File: src/include/host_cmd_regs.vh
// Constants for the host command parser: characters, timing, field widths
`ifndef HOST_CMD_REGS_VH
`define HOST_CMD_REGS_VH
`define CHR_START      8'h23
`define CHR_CR         8'h0d
`define CHR_LF         8'h0a
`define CHR_SPACE      8'h20
`define CLK_HZ         20000000
`define BAUD_DEFAULT   9600
`define BIT_CYCLES     (`CLK_HZ / `BAUD_DEFAULT)
`define BAUD_SEL_9600  4'h5
`define GRP_COMM       4'h1
`define SUB_MAIN       4'h0
`define CMD_BAUD       4'h0
`define MIN_CHARS      3'd2
`define MAX_CHARS      3'd7
`define FIFO_DEPTH     32
`define FIFO_AW        5
`define REPLY_LEN      5'd24
`endif

File: src/byte_fifo.v
// Synchronous FIFO with valid/ready on both sides
`timescale 1ns/1ps
`default_nettype none
module byte_fifo #(
  parameter WIDTH = 8,
  parameter DEPTH = 32,
  parameter AW    = 5
) (
  // Clock and reset
  input  wire             clk_i,
  input  wire             sys_rst_i,
  // Fill side
  input  wire [WIDTH-1:0] in_data_i,
  input  wire             in_valid_i,
  output wire             in_ready_o,
  // Drain side
  output wire [WIDTH-1:0] out_data_o,
  output wire             out_valid_o,
  input  wire             out_ready_i
);
  reg [WIDTH-1:0] mem [0:DEPTH-1];
  reg [AW-1:0]    wr_ptr;
  reg [AW-1:0]    rd_ptr;
  reg [AW:0]      count;
  wire            push;
  wire            pop;

  assign in_ready_o  = (count != DEPTH[AW:0]);
  assign out_valid_o = (count != {(AW+1){1'b0}});
  assign out_data_o  = mem[rd_ptr];
  assign push        = in_valid_i & in_ready_o;
  assign pop         = out_valid_o & out_ready_i;

  always @(posedge clk_i) begin
    if (push) begin
      mem[wr_ptr] <= in_data_i;
    end
  end

  always @(posedge clk_i or posedge sys_rst_i) begin
    if (sys_rst_i) begin
      wr_ptr <= {AW{1'b0}};
      rd_ptr <= {AW{1'b0}};
      count  <= {(AW+1){1'b0}};
    end else begin
      if (push) begin
        wr_ptr <= wr_ptr + 1'b1;
      end
      if (pop) begin
        rd_ptr <= rd_ptr + 1'b1;
      end
      if (push & ~pop) begin
        count <= count + 1'b1;
      end else if (pop & ~push) begin
        count <= count - 1'b1;
      end
    end
  end
endmodule // byte_fifo
`default_nettype wire

File: src/ascii_host_command_parser.v
// Serial host command parser: UART, field split, framed replies
//
// Summary of operation
// - A pound sign starts a new command, discarding anything gathered.
// - Every transmitted message ends with carriage return then line feed.
// - Value characters must be 0-9 or uppercase A-F.
// - Fewer than two characters after the pound sign is not valid.
// - First character after the pound sign is the command group.
// - Second character is the command subgroup.
// - Third character is the command digit.
// - Fourth character is the setting; 5 on group 1 sub 0 cmd 0 is 9600.
// - Setting may be a four-digit hex string.
// - Line runs 9600 baud, 8 data bits, no parity, one stop bit.
// - A sign-on message is sent after reset without prompting.
// - Every reply starts with the pound sign.
// - Replies are Done when recognised, Error otherwise.
`timescale 1ns/1ps
`default_nettype none
`include "host_cmd_regs.vh"
module ascii_host_command_parser (
  // Clock and reset
  input  wire        clk_i,
  input  wire        sys_rst_i,
  // Serial link
  input  wire        rxd_i,
  output reg         txd_o,
  // Parsed command
  output reg         cmd_valid_o,
  output reg  [3:0]  cmd_group_o,
  output reg  [3:0]  cmd_subgroup_o,
  output reg  [3:0]  cmd_digit_o,
  output reg  [15:0] cmd_setting_o,
  output reg  [2:0]  cmd_len_o,
  output reg         cmd_error_o,
  // Baud selection code held from the last four-character baud command
  output reg  [3:0]  baud_sel_o
);
  localparam integer BIT_INT  = `BIT_CYCLES;
  localparam [15:0]  BIT_CNT  = BIT_INT[15:0];
  localparam [15:0]  HALF_CNT = BIT_CNT >> 1;

  // Receiver states
  localparam [1:0] RX_IDLE  = 2'd0;
  localparam [1:0] RX_START = 2'd1;
  localparam [1:0] RX_DATA  = 2'd2;
  localparam [1:0] RX_STOP  = 2'd3;

  reg [1:0]  rx_state;
  reg [15:0] rx_cnt;
  reg [2:0]  rx_bit;
  reg [7:0]  rx_shift;
  reg        rx_strobe;
  reg [7:0]  rx_byte;

  always @(posedge clk_i or posedge sys_rst_i) begin
    if (sys_rst_i) begin
      rx_state  <= RX_IDLE;
      rx_cnt    <= 16'h0000;
      rx_bit    <= 3'h0;
      rx_shift  <= 8'h00;
      rx_strobe <= 1'b0;
      rx_byte   <= 8'h00;
    end else begin
      rx_strobe <= 1'b0;
      case (rx_state)
        RX_IDLE: begin
          if (!rxd_i) begin
            rx_state <= RX_START;
            rx_cnt   <= 16'h0000;
          end
        end
        RX_START: begin
          if (rx_cnt == HALF_CNT) begin
            rx_cnt   <= 16'h0000;
            rx_bit   <= 3'h0;
            rx_state <= rxd_i ? RX_IDLE : RX_DATA;
          end else begin
            rx_cnt <= rx_cnt + 16'h0001;
          end
        end
        RX_DATA: begin
          if (rx_cnt == BIT_CNT - 16'h0001) begin
            rx_cnt   <= 16'h0000;
            rx_shift <= {rxd_i, rx_shift[7:1]};
            rx_bit   <= rx_bit + 3'h1;
            if (rx_bit == 3'h7) begin
              rx_state <= RX_STOP;
            end
          end else begin
            rx_cnt <= rx_cnt + 16'h0001;
          end
        end
        default: begin
          if (rx_cnt == BIT_CNT - 16'h0001) begin
            rx_state <= RX_IDLE;
            // Framing errors drop the byte silently
            if (rxd_i) begin
              rx_strobe <= 1'b1;
              rx_byte   <= rx_shift;
            end
          end else begin
            rx_cnt <= rx_cnt + 16'h0001;
          end
        end
      endcase
    end
  end

  wire       is_digit = (rx_byte >= 8'h30) && (rx_byte <= 8'h39);
  wire       is_upper = (rx_byte >= 8'h41) && (rx_byte <= 8'h46);
  wire       is_hex   = is_digit | is_upper;
  wire [3:0] hex_val  = is_digit ? rx_byte[3:0] : (rx_byte[3:0] + 4'h9);

  reg        in_msg;
  reg [2:0]  nchars;
  reg        bad_char;
  reg [27:0] digits;
  reg        eval;

  // Message gathering
  always @(posedge clk_i or posedge sys_rst_i) begin
    if (sys_rst_i) begin
      in_msg   <= 1'b0;
      nchars   <= 3'h0;
      bad_char <= 1'b0;
      digits   <= 28'h0000000;
      eval     <= 1'b0;
    end else begin
      eval <= 1'b0;
      if (rx_strobe) begin
        if (rx_byte == `CHR_START) begin
          in_msg   <= 1'b1;
          nchars   <= 3'h0;
          bad_char <= 1'b0;
          digits   <= 28'h0000000;
        end else if (rx_byte == `CHR_CR) begin
          if (in_msg) begin
            eval <= 1'b1;
          end
          in_msg <= 1'b0;
        end else if (in_msg) begin
          if (!is_hex) begin
            bad_char <= 1'b1;
          end
          // Overlong messages are marked bad rather than wrapping
          if (nchars == `MAX_CHARS) begin
            bad_char <= 1'b1;
          end else begin
            nchars <= nchars + 3'h1;
            digits <= {digits[23:0], hex_val};
          end
        end
      end
    end
  end

  // Left-align gathered digits: group in the top nibble
  reg [27:0] aligned;
  always @* begin
    aligned = digits << (5'd4 * (5'd7 - {2'b00, nchars}));
  end

  reg        reply_go;
  reg        reply_ok;

  always @(posedge clk_i or posedge sys_rst_i) begin
    if (sys_rst_i) begin
      cmd_valid_o    <= 1'b0;
      cmd_group_o    <= 4'h0;
      cmd_subgroup_o <= 4'h0;
      cmd_digit_o    <= 4'h0;
      cmd_setting_o  <= 16'h0000;
      cmd_len_o      <= 3'h0;
      cmd_error_o    <= 1'b0;
      baud_sel_o     <= `BAUD_SEL_9600;
      reply_go       <= 1'b0;
      reply_ok       <= 1'b0;
    end else begin
      cmd_valid_o <= 1'b0;
      reply_go    <= 1'b0;
      if (eval) begin
        cmd_valid_o    <= 1'b1;
        reply_go       <= 1'b1;
        cmd_group_o    <= aligned[27:24];
        cmd_subgroup_o <= aligned[23:20];
        cmd_digit_o    <= aligned[19:16];
        if (nchars == 3'd7) begin
          cmd_setting_o <= aligned[15:0];
        end else begin
          cmd_setting_o <= {12'h000, aligned[15:12]};
        end
        cmd_len_o <= nchars;
        cmd_error_o <= bad_char | (nchars < `MIN_CHARS);
        reply_ok    <= ~bad_char & (nchars >= `MIN_CHARS);
        if (!bad_char && nchars == 3'd4 && aligned[27:24] == `GRP_COMM &&
            aligned[23:20] == `SUB_MAIN && aligned[19:16] == `CMD_BAUD) begin
          baud_sel_o <= aligned[15:12];
        end
      end
    end
  end

  // Reply text, selected by index
  localparam [1:0] MSG_SIGNON = 2'd0;
  localparam [1:0] MSG_DONE   = 2'd1;
  localparam [1:0] MSG_ERROR  = 2'd2;

  reg  [1:0] msg_sel;
  reg  [4:0] msg_idx;
  reg        msg_busy;
  reg  [7:0] msg_char;
  reg  [4:0] msg_len;

  always @* begin
    msg_char = 8'h00;
    case (msg_sel)
      MSG_DONE: msg_len = 5'd7;
      MSG_ERROR: msg_len = 5'd8;
      default: msg_len = 5'd8;
    endcase
    if (msg_idx == 5'd0) begin
      msg_char = `CHR_START;
    end else if (msg_idx == msg_len - 5'd2) begin
      msg_char = `CHR_CR;
    end else if (msg_idx == msg_len - 5'd1) begin
      msg_char = `CHR_LF;
    end else begin
      case (msg_sel)
        MSG_DONE: msg_char = (msg_idx == 5'd1) ? 8'h44 :
                             (msg_idx == 5'd2) ? 8'h6f :
                             (msg_idx == 5'd3) ? 8'h6e : 8'h65;
        MSG_ERROR: msg_char = (msg_idx == 5'd1) ? 8'h45 :
                              (msg_idx == 5'd4) ? 8'h6f : 8'h72;
        default: msg_char = (msg_idx == 5'd1) ? 8'h52 :
                            (msg_idx == 5'd2) ? 8'h65 :
                            (msg_idx == 5'd3) ? 8'h61 :
                            (msg_idx == 5'd4) ? 8'h64 : 8'h79;
      endcase
    end
  end

  // Reply loader; the FIFO absorbs replies while the line is busy
  wire       fifo_in_ready;
  wire [7:0] fifo_out_data;
  wire       fifo_out_valid;
  reg        tx_ready;
  reg        signon_pend;
  reg        pend_go;
  reg        pend_ok;

  always @(posedge clk_i or posedge sys_rst_i) begin
    if (sys_rst_i) begin
      msg_sel     <= MSG_SIGNON;
      msg_idx     <= 5'd0;
      msg_busy    <= 1'b0;
      signon_pend <= 1'b1;
      pend_go     <= 1'b0;
      pend_ok     <= 1'b0;
    end else begin
      if (reply_go) begin
        pend_go <= 1'b1;
        pend_ok <= reply_ok;
      end
      if (msg_busy) begin
        if (fifo_in_ready) begin
          if (msg_idx == msg_len - 5'd1) begin
            msg_busy <= 1'b0;
          end
          msg_idx <= msg_idx + 5'd1;
        end
      end else if (signon_pend) begin
        signon_pend <= 1'b0;
        msg_busy    <= 1'b1;
        msg_sel     <= MSG_SIGNON;
        msg_idx     <= 5'd0;
      end else if (pend_go) begin
        pend_go  <= reply_go;
        msg_busy <= 1'b1;
        msg_sel  <= pend_ok ? MSG_DONE : MSG_ERROR;
        msg_idx  <= 5'd0;
      end
    end
  end

  byte_fifo #(
    .WIDTH (8),
    .DEPTH (`FIFO_DEPTH),
    .AW    (`FIFO_AW)
  ) u_tx_fifo (
    .clk_i       (clk_i),
    .sys_rst_i   (sys_rst_i),
    .in_data_i   (msg_char),
    .in_valid_i  (msg_busy),
    .in_ready_o  (fifo_in_ready),
    .out_data_o  (fifo_out_data),
    .out_valid_o (fifo_out_valid),
    .out_ready_i (tx_ready)
  );

  // Transmitter: 10-bit frame of start, 8 data LSB first, stop
  reg [9:0]  tx_shift;
  reg [3:0]  tx_bits;
  reg [15:0] tx_cnt;

  always @(posedge clk_i or posedge sys_rst_i) begin
    if (sys_rst_i) begin
      txd_o    <= 1'b1;
      tx_shift <= 10'h3ff;
      tx_bits  <= 4'h0;
      tx_cnt   <= 16'h0000;
      tx_ready <= 1'b0;
    end else begin
      tx_ready <= 1'b0;
      if (tx_bits == 4'h0) begin
        txd_o <= 1'b1;
        if (fifo_out_valid && !tx_ready) begin
          tx_ready <= 1'b1;
          tx_shift <= {1'b1, fifo_out_data, 1'b0};
          tx_bits  <= 4'd10;
          tx_cnt   <= 16'h0000;
        end
      end else begin
        txd_o <= tx_shift[0];
        if (tx_cnt == BIT_CNT - 16'h0001) begin
          tx_cnt   <= 16'h0000;
          tx_shift <= {1'b1, tx_shift[9:1]};
          tx_bits  <= tx_bits - 4'h1;
        end else begin
          tx_cnt <= tx_cnt + 16'h0001;
        end
      end
    end
  end
endmodule // ascii_host_command_parser
`default_nettype wire

File: config.mk
export PLATFORM = sky130hd
export DESIGN_NAME = ascii_host_command_parser
export DESIGN_NICKNAME = d
export VERILOG_FILES = /design/src/byte_fifo.v /design/src/ascii_host_command_parser.v
export VERILOG_INCLUDE_DIRS = /design/src /design/src/include
export SDC_FILE = /design/constraint.sdc
export NUM_CORES = 1
export LEC_CHECK = 0
export ABC_AREA = 1
export ABC_CLOCK_PERIOD_IN_PS = 7300
export CAP_MARGIN = 30
export CORE_MARGIN = 8
export CORE_UTILIZATION = 40
export DETAILED_ROUTE_END_ITERATION = 7
export DONT_BUFFER_PORTS = 1
export PLACE_DENSITY_LB_ADDON = 0.05
export SYNTH_ARGS = -nofsm -noshare
export SYNTH_HDL_FRONTEND = slang
export SYNTH_SLANG_ARGS = --single-unit
File: constraint.sdc
create_clock -name clk_i -period 7.3 [get_ports clk_i]
set_input_delay 0 -clock clk_i [delete_from_list [all_inputs] [get_ports clk_i]]
set_output_delay 0 -clock clk_i [all_outputs]
set_load 0.05 [all_outputs]
---- Word-level counts from Yosys, hierarchy flattened ----
Memory sizes are Yosys's and may differ from the RTL's.
Cells that the tools add are included.
storage, ports and cells
  flip-flop bits (word level) ............. 169
  bits in writable memories ............... 224
  input port bits ......................... 3
  output and inout port bits .............. 38
  word-level logic and storage cells ...... 220
  memories ................................ 1
operators by class
  add/sub/neg operators ................... 14
  order comparisons ....................... 6
  eq/ne operators ......................... 30
  shifts and indexed selects .............. 1
  mux-type cells .......................... 86
  bitwise operators ....................... 12
  reductions and logical operators ........ 36
memory list
  memory         words  bits a word  read ports  clocked after Yosys merged registers in  wr ports  RTL line        text
  u_tx_fifo.mem  32     7            1           0                                        1         byte_fifo.v:21  reg [WIDTH-1:0] mem [0:DEPTH-1];
operators by type and width
  cell                   number
  $mux 16                8
  $mux 28                4
  $pmux 16 s3            1
  $mux 5                 8
  $add 16x1->16 const B  2
  $eq 16x12->1 const B   2
  $mux 10                3
  $mux 6                 5
  $mux 1                 29
  $mux 4                 7
  $shl 28x5->28          1
  $mux 7                 3
  $mux 2                 9
  $mux 3                 6
  $eq 16x11->1 const B   1
  $add 5x1->5 const B    3
  $reduce_and 2->1       7
  $logic_not 4->1        3
  $ne 2x2->1 const B     6
  $pmux 6 s2             1
  $reduce_bool 2->1      6
  $eq 5x2->1 const B     2
  $eq 5x5->1             2
  $eq 3x3->1 const B     3
  40 further kinds       63

---- Logic depth before layout (Yosys ltp) ----
Gate-level depths: netlist of run 1.
  depth in word-level cells ............... 9
  gate-level depth with buffers ........... 17
  depth with buffers taken out ............ 16

---- Hierarchy ----
From an unflattened synthesis of run 1, not the netlist that was laid out.
second synthesis, totals
  cell total of the unflattened synthesis .. 2306
  area, all modules ....................... 20539.7 µm²
modules (own cells, without submodules)
  module                     times used  cells an instance  area each (µm²)  seq. area each (µm²)
  byte_fifo                  1           1143               11906.4          8087.8
  ascii_host_command_parser  1           1163               8633.3           3819.9

---- Worst setup path after synthesis of run 1 ----
OpenSTA, ideal clock, no wires.
  path kind ............................... reg2reg
  from .................................... register msg_sel[0]
  to ...................................... memory u_tx_fifo.mem[0][4] (netlist bit) (data pin)
  library setup time ...................... 0.377 ns
  arrival time ............................ 2.998 ns
  required time ........................... 6.923 ns
  path slack .............................. 3.926 ns
  stages on the path, launching flop included .. 9
  buffers on the path ..................... 0
  clock period less this slack ............ 3.374 ns
  cells stage by stage .................... dfrtp_1 > ha_1 > xnor2_1 > nor3_1 > inv_1 > nand2_1 > nor2_1 > o21ai_0 > a21oi_1
between the ends
  cells in the longest elaborated chain, start to end .. 7
  elaborated cells between the ends (all ways) .. 11
  classes of those cells .................. add/sub (2); eq/ne (4); mux (5)
RTL lines
  element                 RTL line                                                          text
  start, declared         ascii_host_command_parser.v:208                                   reg [1:0] msg_sel;
  start signal, assigned  ascii_host_command_parser.v:279                                   msg_sel <= pend_ok ? MSG_DONE : MSG_ERROR;
  $eq 2x1->1              ascii_host_command_parser.v:216, ascii_host_command_parser.v:228
  $mux 4                  ascii_host_command_parser.v:216                                   case (msg_sel)
  $sub 5x1->5             ascii_host_command_parser.v:225                                   end else if (msg_idx == msg_len - 5'd1) begin
  $eq 5x5->1              ascii_host_command_parser.v:225
  $mux 7                  ascii_host_command_parser.v:225
  $mux 7 (*)              ascii_host_command_parser.v:223                                   end else if (msg_idx == msg_len - 5'd2) begin
  $mux 7 (*)              ascii_host_command_parser.v:221                                   if (msg_idx == 5'd0) begin
  via msg_char[4]         ascii_host_command_parser.v:211                                   reg [7:0] msg_char;
  end, declared           byte_fifo.v:21
The timed path passes the listed nets; every way through them passes the cells marked *.

---- Worst setup path in the final report of run 1 ----
  from .................................... register u_tx_fifo.rd_ptr[0]
  to ...................................... register tx_shift[5]
between the ends
  cells in the longest elaborated chain, start to end .. 3
RTL lines
  element                 RTL line                         text
  start, declared         byte_fifo.v:23                   reg [AW-1:0] rd_ptr;
  start signal, assigned  byte_fifo.v:43                   rd_ptr <= {AW{1'b0}};
  start signal, assigned  byte_fifo.v:50                   rd_ptr <= rd_ptr + 1'b1;
  $mem_v2 32x7            --
  $mux 10                 ascii_host_command_parser.v:316  if (fifo_out_valid && !tx_ready) begin
  $mux 10                 ascii_host_command_parser.v:314  if (tx_bits == 4'h0) begin
  end signal, assigned    ascii_host_command_parser.v:318  tx_shift <= {1'b1, fifo_out_data, 1'b0};
  end signal, assigned    ascii_host_command_parser.v:326  tx_shift <= {1'b1, tx_shift[9:1]};
  end, declared           ascii_host_command_parser.v:301  reg [9:0] tx_shift;
No other way between the ends. The select of a mux whose other input is x is not followed.
A chain may end at the register's enable or synchronous reset.

==> run summary, run 1 <==
Die H -> 233 µm
CTS tree -> built
Longest Clk Path Bufs -> 3
DR iter-0 viols -> 968
Max-cap violations -> 0
Leak pwr -> 8.82 nW
Fmax -> 350 MHz
WL per Instance -> 18.0 µm
Measured slew at the worst slew-check pin -> 0.968 ns
DP Wirelength -> 31400 µm
Placer Congestion -> 0.819
Syn Nets -> 2110
Power per Cell Area -> 226 nW/µm²
EDFF count, synth -> 224
Post-place instance area -> 19300 µm²
Yosys Warn Count -> 0
Die width -> 233 µm
Synth top area share -> 0.357
Avg Cell Area, Syn -> 9.11 µm²
Outcome -> finished, final reports clean
Final instance area -> 20800 µm²
Setup TNS -> 0 ns
Core area -> 46600 µm²
Total gr overflow -> 0
Share of cells above drive strength 1 -> 0.0731
Die Area -> 54300 µm²
Global Route Usage Sum -> 0.182
Crit. End Element -> flip-flop
Post-CTS setup buffer count -> 0
Clock Skew -> 0.0241 ns
Post-synthesis sequential area ratio -> 0.581
Hold Path Class -> in2reg
Crit path max fanout -> 69
Count leader, synth -> nand2_1
Relative slew margins -> 0.352
Mapped cell area -> 18900 µm²
Worst-path clk slew -> 0.06 ns
Max Slew Vio Count -> 0
First-pass GRT wire length -> 78100 µm
Via density -> 5.06
Peak VDD IR -> 0.198 mV
Htree depth -> 2
Initial Utilization -> 0.405
Ys async rst share -> 0.429
Crit path DAT -> 3.36 ns
Nets -> 2095
Top cells by count, synth -> nand2_1 (693), edfxtp_1 (224), nand3_1 (215), inv_1 (176), dfrtp_1 (155)
Largest cells by area after synthesis -> edfxtp_1 (36%), dfrtp_1 (21%), nand2_1 (14%)
Clk Latency, worst-skew pair -> 0.58 ns
Synthesis-to-layout area growth -> 10.4%
Final worst-path cycle share -> 0.391
# setup viols final -> 0
Routed wire length -> 48700 µm
Pre-antenna DRT Iters -> 5
Site row count -> 79
Via count -> 13.7k
Num CTS Buffers -> 45
Vias in the first global route -> 13.6k
Residual DRC -> 0
N_diodes -> 0
CTS Root Cell -> clkbuf_16
Setup CP Type -> reg2reg
Synth Register Bits -> 392
Largest area contributor in the netlist -> edfxtp_1
Worst setup SP type -> flip-flop
Largest net degree at the start of global routing -> 98
Top_reg_cell synth -> edfxtp_1
Initial antenna violation count -> 0
Clock sinks -> 392
Io pins -> 41
Final count of hold timing violations -> 0
Worst Path Required -> 7.80 ns
Yosys cell types -> 54
# resized after CTS -> 0
Remaining antenna violation count -> 0
RSZ-0062 raised after global routing -> no
Minimum clock period after layout -> 2.85 ns
Post-Synthesis Cells -> 2070
Port bufs -> 0
-- per-stage QoR --
stage	std cells	power (mW)	worst slack [ns]	util	hold WS (ns)
floorplan	2070	2.52	2.77	-	0.0990
global placement	2608	2.56	4.29	0.413	0.113
detailed placement	2611	2.56	4.42	0.415	0.119
CTS	2697	4.76	4.40	0.446	0.130
global route	2699	4.87	4.19	0.447	0.188
finish	2699	4.70	4.45	0.447	0.198
-- path summary, 6_finish.rpt --
check,end,start,slack (ns),cells past startpoint
min in group asynchronous,rx_cnt[14],sys_rst_i,0.36,3
max in group asynchronous,txd_o,sys_rst_i,5.47,6
worst max-delay path,tx_shift[5],u_tx_fifo.rd_ptr[0],4.45,10
worst max register to register,tx_shift[5],u_tx_fifo.rd_ptr[0],4.45,10
worst min register to register,signon_pend,signon_pend,0.47,2
worst min-delay path,rx_state[1],rxd_i,0.20,2
-- cell usage in the layout, fill, tap and decap left out, types with 4 or more instances in the layout --
cell type / count
a21oi_1: 45
a21oi_2: 4
a22oi_1: 10
buf_16: 4
buf_4: 14
clkbuf_1: 14
clkbuf_16: 45
clkbuf_8: 5
clkinv_1: 6
clkinv_2: 9
dfrtp_1: 153
dfstp_2: 13
edfxtp_1: 224
ha_1: 36
inv_1: 175
inv_2: 4
nand2_1: 693
nand2_2: 7
nand2_4: 4
nand3_1: 215
nand3_2: 9
nand4_1: 17
nor2_1: 143
nor2_2: 8
nor2_4: 4
nor3_1: 13
o211ai_1: 5
o21a_1: 4
o21ai_0: 111
o21ai_1: 18
o21ai_2: 4
o21bai_1: 4
o22ai_1: 10
o31ai_1: 5
xnor2_1: 4
xor2_1: 16
-- cells by family (layout without fill, tap and decap cells) --
kind of cell	count (synthesis)	in the layout	share of synthesized area
AND/OR/NAND/NOR	1128	1128	0.255
flip-flops	392	392	0.581
buffers and inverters	265	287	0.0627
AO/OA/AOI/OAI	228	228	0.0676
adder cells (fa/ha/maj)	37	37	0.0250
XOR/XNOR	20	20	0.00929
-- report_power, final --
| group | internal [mW] | switching [mW] |
|---|---|---|
| Sequential | 2.34 | 0.0131 |
| Clock | 1.26 | 0.914 |
| Combinational | 0.0490 | 0.123 |
| Total | 3.65 | 1.05 |
-- cell type report --
| cell class | count | area (µm²) |
|---|---|---|
| multi-input cells | 1413 | 6740 |
| well taps | 607 | 759 |
| inverters | 182 | 691 |
| flip-flops and latches | 392 | 11000 |
| clock buffers | 64 | 1250 |
| fillers | 4539 | 25700 |
| repair buffers | 21 | 245 |
| clock inverters | 20 | 173 |
-- registers in the layout, indices dropped and copies added, names as in the netlist, 5 cells and up --
| register | flops |
|---|---|
| rx_cnt | 16 |
| u_tx_fifo.rd_ptr | 5 |
| u_tx_fifo.mem | 224 |
| cmd_setting_o | 16 |
| msg_idx | 5 |
| u_tx_fifo.wr_ptr | 5 |
| rx_shift | 8 |
| u_tx_fifo.count | 6 |
| digits | 28 |
| tx_cnt | 16 |
| rx_byte | 8 |
| tx_shift | 9 |
-- critical path, cell delays in order, from the launching register on --
cell and delay (ns):
dfrtp_4 0.68, inv_4 0.44, buf_4 0.70, nand2_1 0.10, nand2_1 0.09, nand2_1 0.05, a21oi_1 0.16, nor2_1 0.11
nand2_1 0.09, nand3_1 0.08, a21oi_1 0.17
-- timing repair --
item,CTS,global route
endpoints found under the setup margin,0,0
endpoints found under the hold margin,116,12
hold buffers,2,1
-- routing by layer --
metal / global-route usage / vias to the layer above / routed length (µm)
li1: - / 6809 / -
met1: 0.253 / 6525 / 22900
met2: 0.292 / 254 / 22600
met3: 0.0323 / 69 / 2130
met4: 0.0452 / 0 / 1020
met5: 0 / - / 0
Power figures use the tool's default switching activity.
==> run 2, diff against run 1 <==
--- a/config.mk
+++ b/config.mk
@@ -7,7 +7,7 @@
 export NUM_CORES = 1
 export LEC_CHECK = 0
 export ABC_AREA = 1
-export ABC_CLOCK_PERIOD_IN_PS = 7300
+export ABC_CLOCK_PERIOD_IN_PS = 2700
 export CAP_MARGIN = 30
 export CORE_MARGIN = 8
 export CORE_UTILIZATION = 40
==> constraint.sdc (replaced) <==
create_clock -name clk_i -period 2.7 [get_ports clk_i]
set_input_delay 0 -clock clk_i [delete_from_list [all_inputs] [get_ports clk_i]]
set_output_delay 0 -clock clk_i [all_outputs]
set_load 0.05 [all_outputs]
==> run 2 against run 1 <==
Against the previous run: via count increased by 0.10%; setup slack got worse by 4.2 ns; clock-buffer cell count decreased by 6; sequential cell count unchanged; first-iteration DRC count decreased by 8.5%; worst hold slack got worse by 0.060 ns; sequential share of layout area decreased by 0.70 points; sequential power increased to 2.7 times the previous value; die area unchanged; utilization increased by 0.60 points; largest cell class unchanged.
==> run summary, run 2 (synthesized netlist as in run 1, its figures left out) <==
Setup CP Type -> reg2reg
CTS tree -> built
Leak pwr -> 8.98 nW (+1.8%)
Setup TNS -> 0 ns (unchanged)
Crit path DAT -> 2.62 ns (-0.74 ns)
Core area -> 46600 µm² (unchanged)
Total power -> 12.9 mW (+170%)
First-pass GRT wire length -> 77200 µm (-1.2%)
Minimum clock period after layout -> 2.43 ns (-0.424 ns)
Die H -> 233 µm (unchanged)
Site row count -> 79 (unchanged)
Remaining antenna violation count -> 0 (unchanged)
Clock Skew -> 0.0176 ns (-0.00653 ns)
Die width -> 233 µm (unchanged)
Measured slew at the worst slew-check pin -> 0.971 ns (+0.00304 ns)
Worst Path Required -> 2.89 ns (-4.91 ns)
Worst Hold Slack -> 0.138 ns (-0.0600 ns)
Crit path max fanout -> 11 (-84%)
Fmax -> 411 MHz (+17%)
Via count -> 13.7k (+0.10%)
Die Area -> 54300 µm² (unchanged)
Vias in the first global route -> 13.5k (-0.27%)
Htree depth -> 2 (unchanged)
FILL cells -> 4503 (-0.79%)
Total gr overflow -> 0 (unchanged)
Io pins -> 41 (unchanged)
Top reg by flops -> u_tx_fifo.mem
Post-place instance area -> 19600 µm² (+1.4%)
DR iter-0 viols -> 886 (-8.5%)
Crit path cell chain -> nor2_1, nand3_1, o21ai_2, inv_1, buf_4, nand2_1, nor2_1
Port bufs -> 0 (unchanged)
# setup viols final -> 0 (unchanged)
Via density -> 5.03 (-0.67%)
Worst-path clk slew -> 0.06 ns (about the same)
RSZ-0062 raised after global routing -> no
Most frequent cells in the layout -> nand2_1 (692), edfxtp_1 (224), nand3_1 (215), inv_1 (175), dfrtp_1 (153)
Num CTS Buffers -> 44 (-2.2%)
Longest Clk Path Bufs -> 3 (unchanged)
Power per Cell Area -> 612 nW/µm² (+170%)
Setup WS post-layout -> 0.269 ns (-4.18 ns)
Peak VDD IR -> 0.529 mV (+170%)
Worst r2r dst -> u_tx_fifo.mem[21][2]
Largest net degree at the start of global routing -> 95 (-3.1%)
Outcome -> finished, final reports clean
Initial antenna violation count -> 0 (unchanged)
Residual DRC -> 0 (unchanged)
Reg-to-reg setup timing slack -> 0.27 ns (-4.18 ns)
Max Slew Vio Count -> 0 (unchanged)
Worst R2R Start -> u_tx_fifo.count[2]
Setup WS pre-CTS -> 0.166 ns (-4.25 ns)
Synthesis-to-layout area growth -> 11.9%
Largest registers -> u_tx_fifo.mem (224), digits (28)
Final instance area -> 21100 µm² (+1.4%)
Worst path slowest cell -> nor2_1
Final worst-path cycle share -> 0.901 (+0.509)
WL per Instance -> 17.7 µm (-2.1%)
N_diodes -> 0 (unchanged)
Share of cells above drive strength 1 -> 0.0833 (+0.0102)
Global Route Usage Sum -> 0.179 (-0.00270)
Relative slew margins -> 0.351 (-0.00108)
Final Instance Count excl. Fillers -> 2720 (+0.78%)
Clk Latency, worst-skew pair -> 0.57 ns (about the same)
Worst setup SP type -> flip-flop
DP Wirelength -> 31400 µm (about the same)
Crit. End Element -> flip-flop
CTS Root Cell -> clkbuf_16
Pre-antenna DRT Iters -> 8 (+3)
Initial Utilization -> 0.405 (unchanged)
Critical Path Max Stage Delay -> 0.68 ns (-0.02 ns)
Routed wire length -> 48100 µm (-1.3%)
Commonest non-fill, non-tap cell in the layout -> nand2_1
Hold Path Class -> in2async
Max-cap violations -> 0 (unchanged)
Most used cell, CP -> nor2_1
Reg2Reg Depth -> 7 (-3)
Fin util -> 0.453 (+0.00605)
Placer Congestion -> 0.855 (+4.5%)
Cells after DPL -> 2634 (+0.88%)
Nets -> 2117 (+1.1%)
Final count of hold timing violations -> 0 (unchanged)
Clock sinks -> 392 (unchanged)
Max FFs per register -> 224 (unchanged)
-- run 2: final cells by class --
class	instances	area, µm²	area share
sequential	392	11000	0.519
timing repair buffer	44	475	0.0225
inverter	182	689	0.0327
clock buffer	58	1200	0.0571
clock inverter	24	243	0.0115
multi-input combinational	1413	6770	0.321
tap	607	759	0.0360
-- run 2: what timing repair did --
item | 4_1_cts | 5_1_grt
buffers inserted | 0 | 1
gates resized for setup | 0 | 1
hold endpoints to repair | 174 | 0
endpoints found under the setup margin | 0 | 1
hold buffers | 3 | 0
-- run 2: worst max-delay path, delay by kind of cell, from the launching register on --
family / cells / cell delay [ns]
AO/OA/AOI/OAI: 1 / 0.06
AND/OR/NAND/NOR: 4 / 1.27
buffers and inverters: 2 / 0.31
flip-flops: 1 / 0.41
-- run 2: worst max path at each step --
stage	slack (ns)	start	to
final	0.27	u_tx_fifo.count[2]	u_tx_fifo.mem[21][2]
after global routing	0.01	u_tx_fifo.count[2]	u_tx_fifo.count[5]
after CTS	0.17	u_tx_fifo.count[2]	u_tx_fifo.count[5]
after detailed placement	0.17	u_tx_fifo.count[2]	u_tx_fifo.count[5]
after global placement	0.24	u_tx_fifo.count[2]	u_tx_fifo.count[5]
after floorplan	0.04	msg_sel[0]	u_tx_fifo.mem[0][4]
-- run 2: report_power, final --
group / total, mW / switching [mW] / internal [mW]
logic: 0.457 / 0.325 / 0.132
clock network: 6.09 / 2.47 / 3.62
registers: 6.35 / 0.0373 / 6.31
total: 12.9 / 2.83 / 10.1
-- run 2: routing by layer --
| metal | GRT usage | up-vias | wire [µm] |
|---|---|---|---|
| met2 | 0.291 | 230 | 22700 |
| met5 | 0 | - | 0 |
| met4 | 0.0454 | 0 | 913 |
| met3 | 0.0261 | 61 | 1910 |
| met1 | 0.249 | 6521 | 22500 |
| li1 | - | 6859 | - |
==> run 3, diff against run 2 <==
--- a/config.mk
+++ b/config.mk
@@ -6,13 +6,13 @@
 export SDC_FILE = /design/constraint.sdc
 export NUM_CORES = 1
 export LEC_CHECK = 0
-export ABC_AREA = 1
 export ABC_CLOCK_PERIOD_IN_PS = 2700
 export CAP_MARGIN = 30
 export CORE_MARGIN = 8
-export CORE_UTILIZATION = 40
+export CORE_UTILIZATION = 61
 export DETAILED_ROUTE_END_ITERATION = 7
 export DONT_BUFFER_PORTS = 1
+export MAX_ROUTING_LAYER = met4
 export PLACE_DENSITY_LB_ADDON = 0.05
 export SYNTH_ARGS = -nofsm -noshare
 export SYNTH_HDL_FRONTEND = slang
==> run 3 against run 2 <==
Against the previous run: via count is 22% lower; sequential cell count unchanged; critical path depth rose by 6; clock skew decreased by 0.0029 ns; first-iteration DRC count shrank 3.5%; sequential power is 0.9% lower; register-to-register slack got worse by 0.24 ns; critical path type unchanged; clock-buffer cell count decreased by 3; design area decreased by 5.8%; utilization grew 24 points; worst hold slack worse by 0.084 ns.
==> run summary, run 3 <==
Top_reg_cell synth -> edfxtp_1
Routed wire length -> 36900 µm (-23%)
First-pass GRT wire length -> 59800 µm (-23%)
Outcome -> finished, final reports clean
Final instance area -> 19900 µm² (-5.8%)
Setup WS pre-CTS -> -0.0507 ns (-0.217 ns)
Die Area -> 34600 µm² (-36%)
Total gr overflow -> 0 (unchanged)
Setup TNS -> 0 ns (unchanged)
Initial antenna violation count -> 0 (unchanged)
EDFF count, synth -> 224 (unchanged)
Clock Skew -> 0.0146 ns (-0.00294 ns)
Max-cap violations -> 0 (unchanged)
Reg2Reg Depth -> 13 (+6)
Site row count -> 62 (-22%)
Final worst-path cycle share -> 0.989 (+0.0889)
Peak VDD IR -> 0.500 mV (-5.4%)
Avg Cell Area, Syn -> 13.7 µm² (+50%)
Largest registers -> u_tx_fifo.mem (224), digits (28)
Yosys cell types -> 77 (+43%)
Worst setup SP type -> flip-flop
Fmax -> 374 MHz (-9.0%)
Sequential Area -> 11000 µm² (about the same)
Post-place instance area -> 18400 µm² (-6.1%)
Clock sinks -> 392 (unchanged)
Vias in the first global route -> 10.8k (-20%)
Yosys Warn Count -> 0 (unchanged)
# setup viols final -> 0 (unchanged)
Synthesis-to-layout area growth -> 12.7%
Mapped cell area -> 17600 µm² (-6.6%)
Die H -> 186 µm (-20%)
Power per Cell Area -> 612 nW/µm² (+0.12%)
Share of cells above drive strength 1 -> 0.199 (+0.116)
Via count -> 10.7k (-22%)
Num CTS Buffers -> 41 (-6.8%)
Leak pwr -> 7.20 nW (-20%)
Synth top area share -> 0.382 (+0.0251)
Port bufs -> 0 (unchanged)
Largest net degree at the start of global routing -> 54 (-43%)
Final count of hold timing violations -> 0 (unchanged)
Top reg by flops -> u_tx_fifo.mem
Synth Register Bits -> 392 (unchanged)
Crit. End Element -> flip-flop
Worst Hold Slack -> 0.0533 ns (-0.0843 ns)
Crit path DAT -> 3.12 ns (+0.50 ns)
Via density -> 6.11 (+22%)
Longest Clk Path Bufs -> 3 (unchanged)
Ys async rst share -> 0.429 (unchanged)
Cells after DPL -> 1667 (-37%)
Top cells by count, synth -> edfxtp_1 (224), dfrtp_1 (155), nor2_1 (111), nand2_1 (90), o21ai_0 (63)
Htree depth -> 2 (unchanged)
Setup WS post-layout -> 0.0285 ns (-0.240 ns)
Pre-antenna DRT Iters -> 5 (-3)
WL per Instance -> 21.1 µm (+20%)
N_diodes -> 0 (unchanged)
Max Slew Vio Count -> 0 (unchanged)
Placer Congestion -> 0.884 (+3.4%)
Final Instance Count excl. Fillers -> 1746 (-36%)
Measured slew at the worst slew-check pin -> 0.973 ns (+0.00148 ns)
DP Wirelength -> 24800 µm (-21%)
Crit path cell chain -> or4_4, nor3_4, nor2b_2, inv_2, ha_4, inv_6, ha_4, a21oi_2, nand2_1, a21o_1, a21oi_2, mux2i_1, xnor2_1
Post-synthesis sequential area ratio -> 0.621 (+0.0408)
FILL cells -> 2004 (-55%)
Worst-path clk slew -> 0.06 ns (about the same)
Die width -> 186 µm (-20%)
Remaining antenna violation count -> 0 (unchanged)
Minimum clock period after layout -> 2.67 ns (+0.240 ns)
Nets -> 1369 (-35%)
CTS tree -> built
Hold Path Class -> in2async
Worst path slowest cell -> or4_4
RSZ-0062 raised after global routing -> yes
Largest cells by area after synthesis -> edfxtp_1 (38%), dfrtp_1 (22%), mux4_2 (7.4%)
Worst r2r dst -> u_tx_fifo.count[5]
Core area -> 28500 µm² (-39%)
Worst Path Required -> 3.15 ns (+0.26 ns)
Most frequent cells in the layout -> edfxtp_1 (224), dfrtp_1 (151), nor2_1 (110), nand2_1 (90), o21ai_0 (61)
CTS Root Cell -> clkbuf_16
Reg-to-reg setup timing slack -> 0.03 ns (-0.24 ns)
Crit path max fanout -> 6 (-5)
Residual DRC -> 0 (unchanged)
Total power -> 12.2 mW (-5.7%)
Initial Utilization -> 0.617 (+0.212)
Critical Path Max Stage Delay -> 0.56 ns (-0.12 ns)
Io pins -> 41 (unchanged)
Commonest non-fill, non-tap cell in the layout -> edfxtp_1
Relative slew margins -> 0.352 (+0.000459)
Fin util -> 0.696 (+0.243)
Largest area contributor in the netlist -> edfxtp_1
Setup CP Type -> reg2reg
Count leader, synth -> edfxtp_1
Multi-input gate area -> 6280 µm² (-7.2%)
Max FFs per register -> 224 (unchanged)
Clk Latency, worst-skew pair -> 0.53 ns (-0.04 ns)
Syn Nets -> 1328 (-37%)
Global Route Usage Sum -> 0.226 (+0.0475)
Post-Synthesis Cells -> 1288 (-38%)
Worst R2R Start -> u_tx_fifo.count[2]
DR iter-0 viols -> 855 (-3.5%)
[run 3: changes by cell type after synthesis, moves of 16 or more]
cell / previous run / this run
buf_2: 36 / 14
mux2_2: 0 / 27
o21ai_0: 111 / 63
o21ai_1: 18 / 0
nand2_1: 693 / 90
mux2i_1: 0 / 54
inv_1: 176 / 49
mux4_2: 0 / 58
a22o_1: 0 / 35
nand2b_1: 0 / 16
nand3_1: 215 / 30
nor2_1: 145 / 111
clkbuf_1: 16 / 37
[run 3: worst max-delay path by stage]
stage / slack, ns / cells past startpoint / start / endpoint
floorplan: -0.45 / 8 / msg_sel[1] / u_tx_fifo.mem[0][4]
global placement: 0.07 / 13 / u_tx_fifo.count[3] / u_tx_fifo.count[5]
detailed placement: -0.05 / 13 / u_tx_fifo.count[3] / u_tx_fifo.count[5]
CTS: 0.01 / 12 / u_tx_fifo.count[2] / u_tx_fifo.count[5]
global route: -0.14 / 13 / u_tx_fifo.count[2] / u_tx_fifo.count[5]
finish: 0.03 / 13 / u_tx_fifo.count[2] / u_tx_fifo.count[5]
[run 3: per-layer routing]
metal  vias up  wire [µm]  global-route usage
met5         -          0                   -
met4         0        864              0.0645
met3        60       1690              0.0310
met2       266      18100               0.356
met1      5395      16200               0.309
li1       4950          -                   -
[run 3: report_power, final]
| part | leakage, nW | internal (mW) | switching, mW | total, mW |
|---|---|---|---|---|
| combinational | 2.25 | 0.0150 | 0.0576 | 0.0726 |
| sequential | 4.28 | 6.29 | 0.00146 | 6.29 |
| clock | 0.668 | 3.48 | 2.31 | 5.80 |
| total | 7.20 | 9.78 | 2.37 | 12.2 |
[run 3: cell type report]
type | instances | share of cell area
repair buffers | 60 | 0.0270
well taps | 384 | 0.0242
multi-input cells | 785 | 0.316
inverters | 49 | 0.00970
clock buffers | 55 | 0.0595
clock inverters | 21 | 0.0115
flip-flops and latches | 392 | 0.552
[run 3: logic make-up after synthesis]
kind of cell,Yosys count,share of synthesized area
mux,141,0.124
fa+ha+maj,37,0.0267
xor+xnor,23,0.0114
buf+inv,111,0.0278
simple gates,336,0.0906
flops,392,0.621
compound gates,248,0.0975
[run 3: timing repair]
action | 4_1_cts | 5_1_grt
endpoints found under the setup margin | 1 | 1
cloned | 0 | 0
pin swaps | 3 | 0
buffers inserted | 1 | 0
hold endpoints to repair | 72 | 0
hold buffers | 2 | 0
gates resized for setup | 1 | 1
[run 3: critical path: cells and delay by family (launching register included)]
| family | cells | cell delay, ns |
|---|---|---|
| and+or+nand+nor | 4 | 0.87 |
| AOI/OAI and AO/OA | 3 | 0.45 |
| DFF | 1 | 0.40 |
| adders and majority gates | 2 | 0.38 |
| muxes | 1 | 0.24 |
| xor gates and xnor gates | 1 | 0.14 |
| buffers and inverters | 2 | 0.12 |
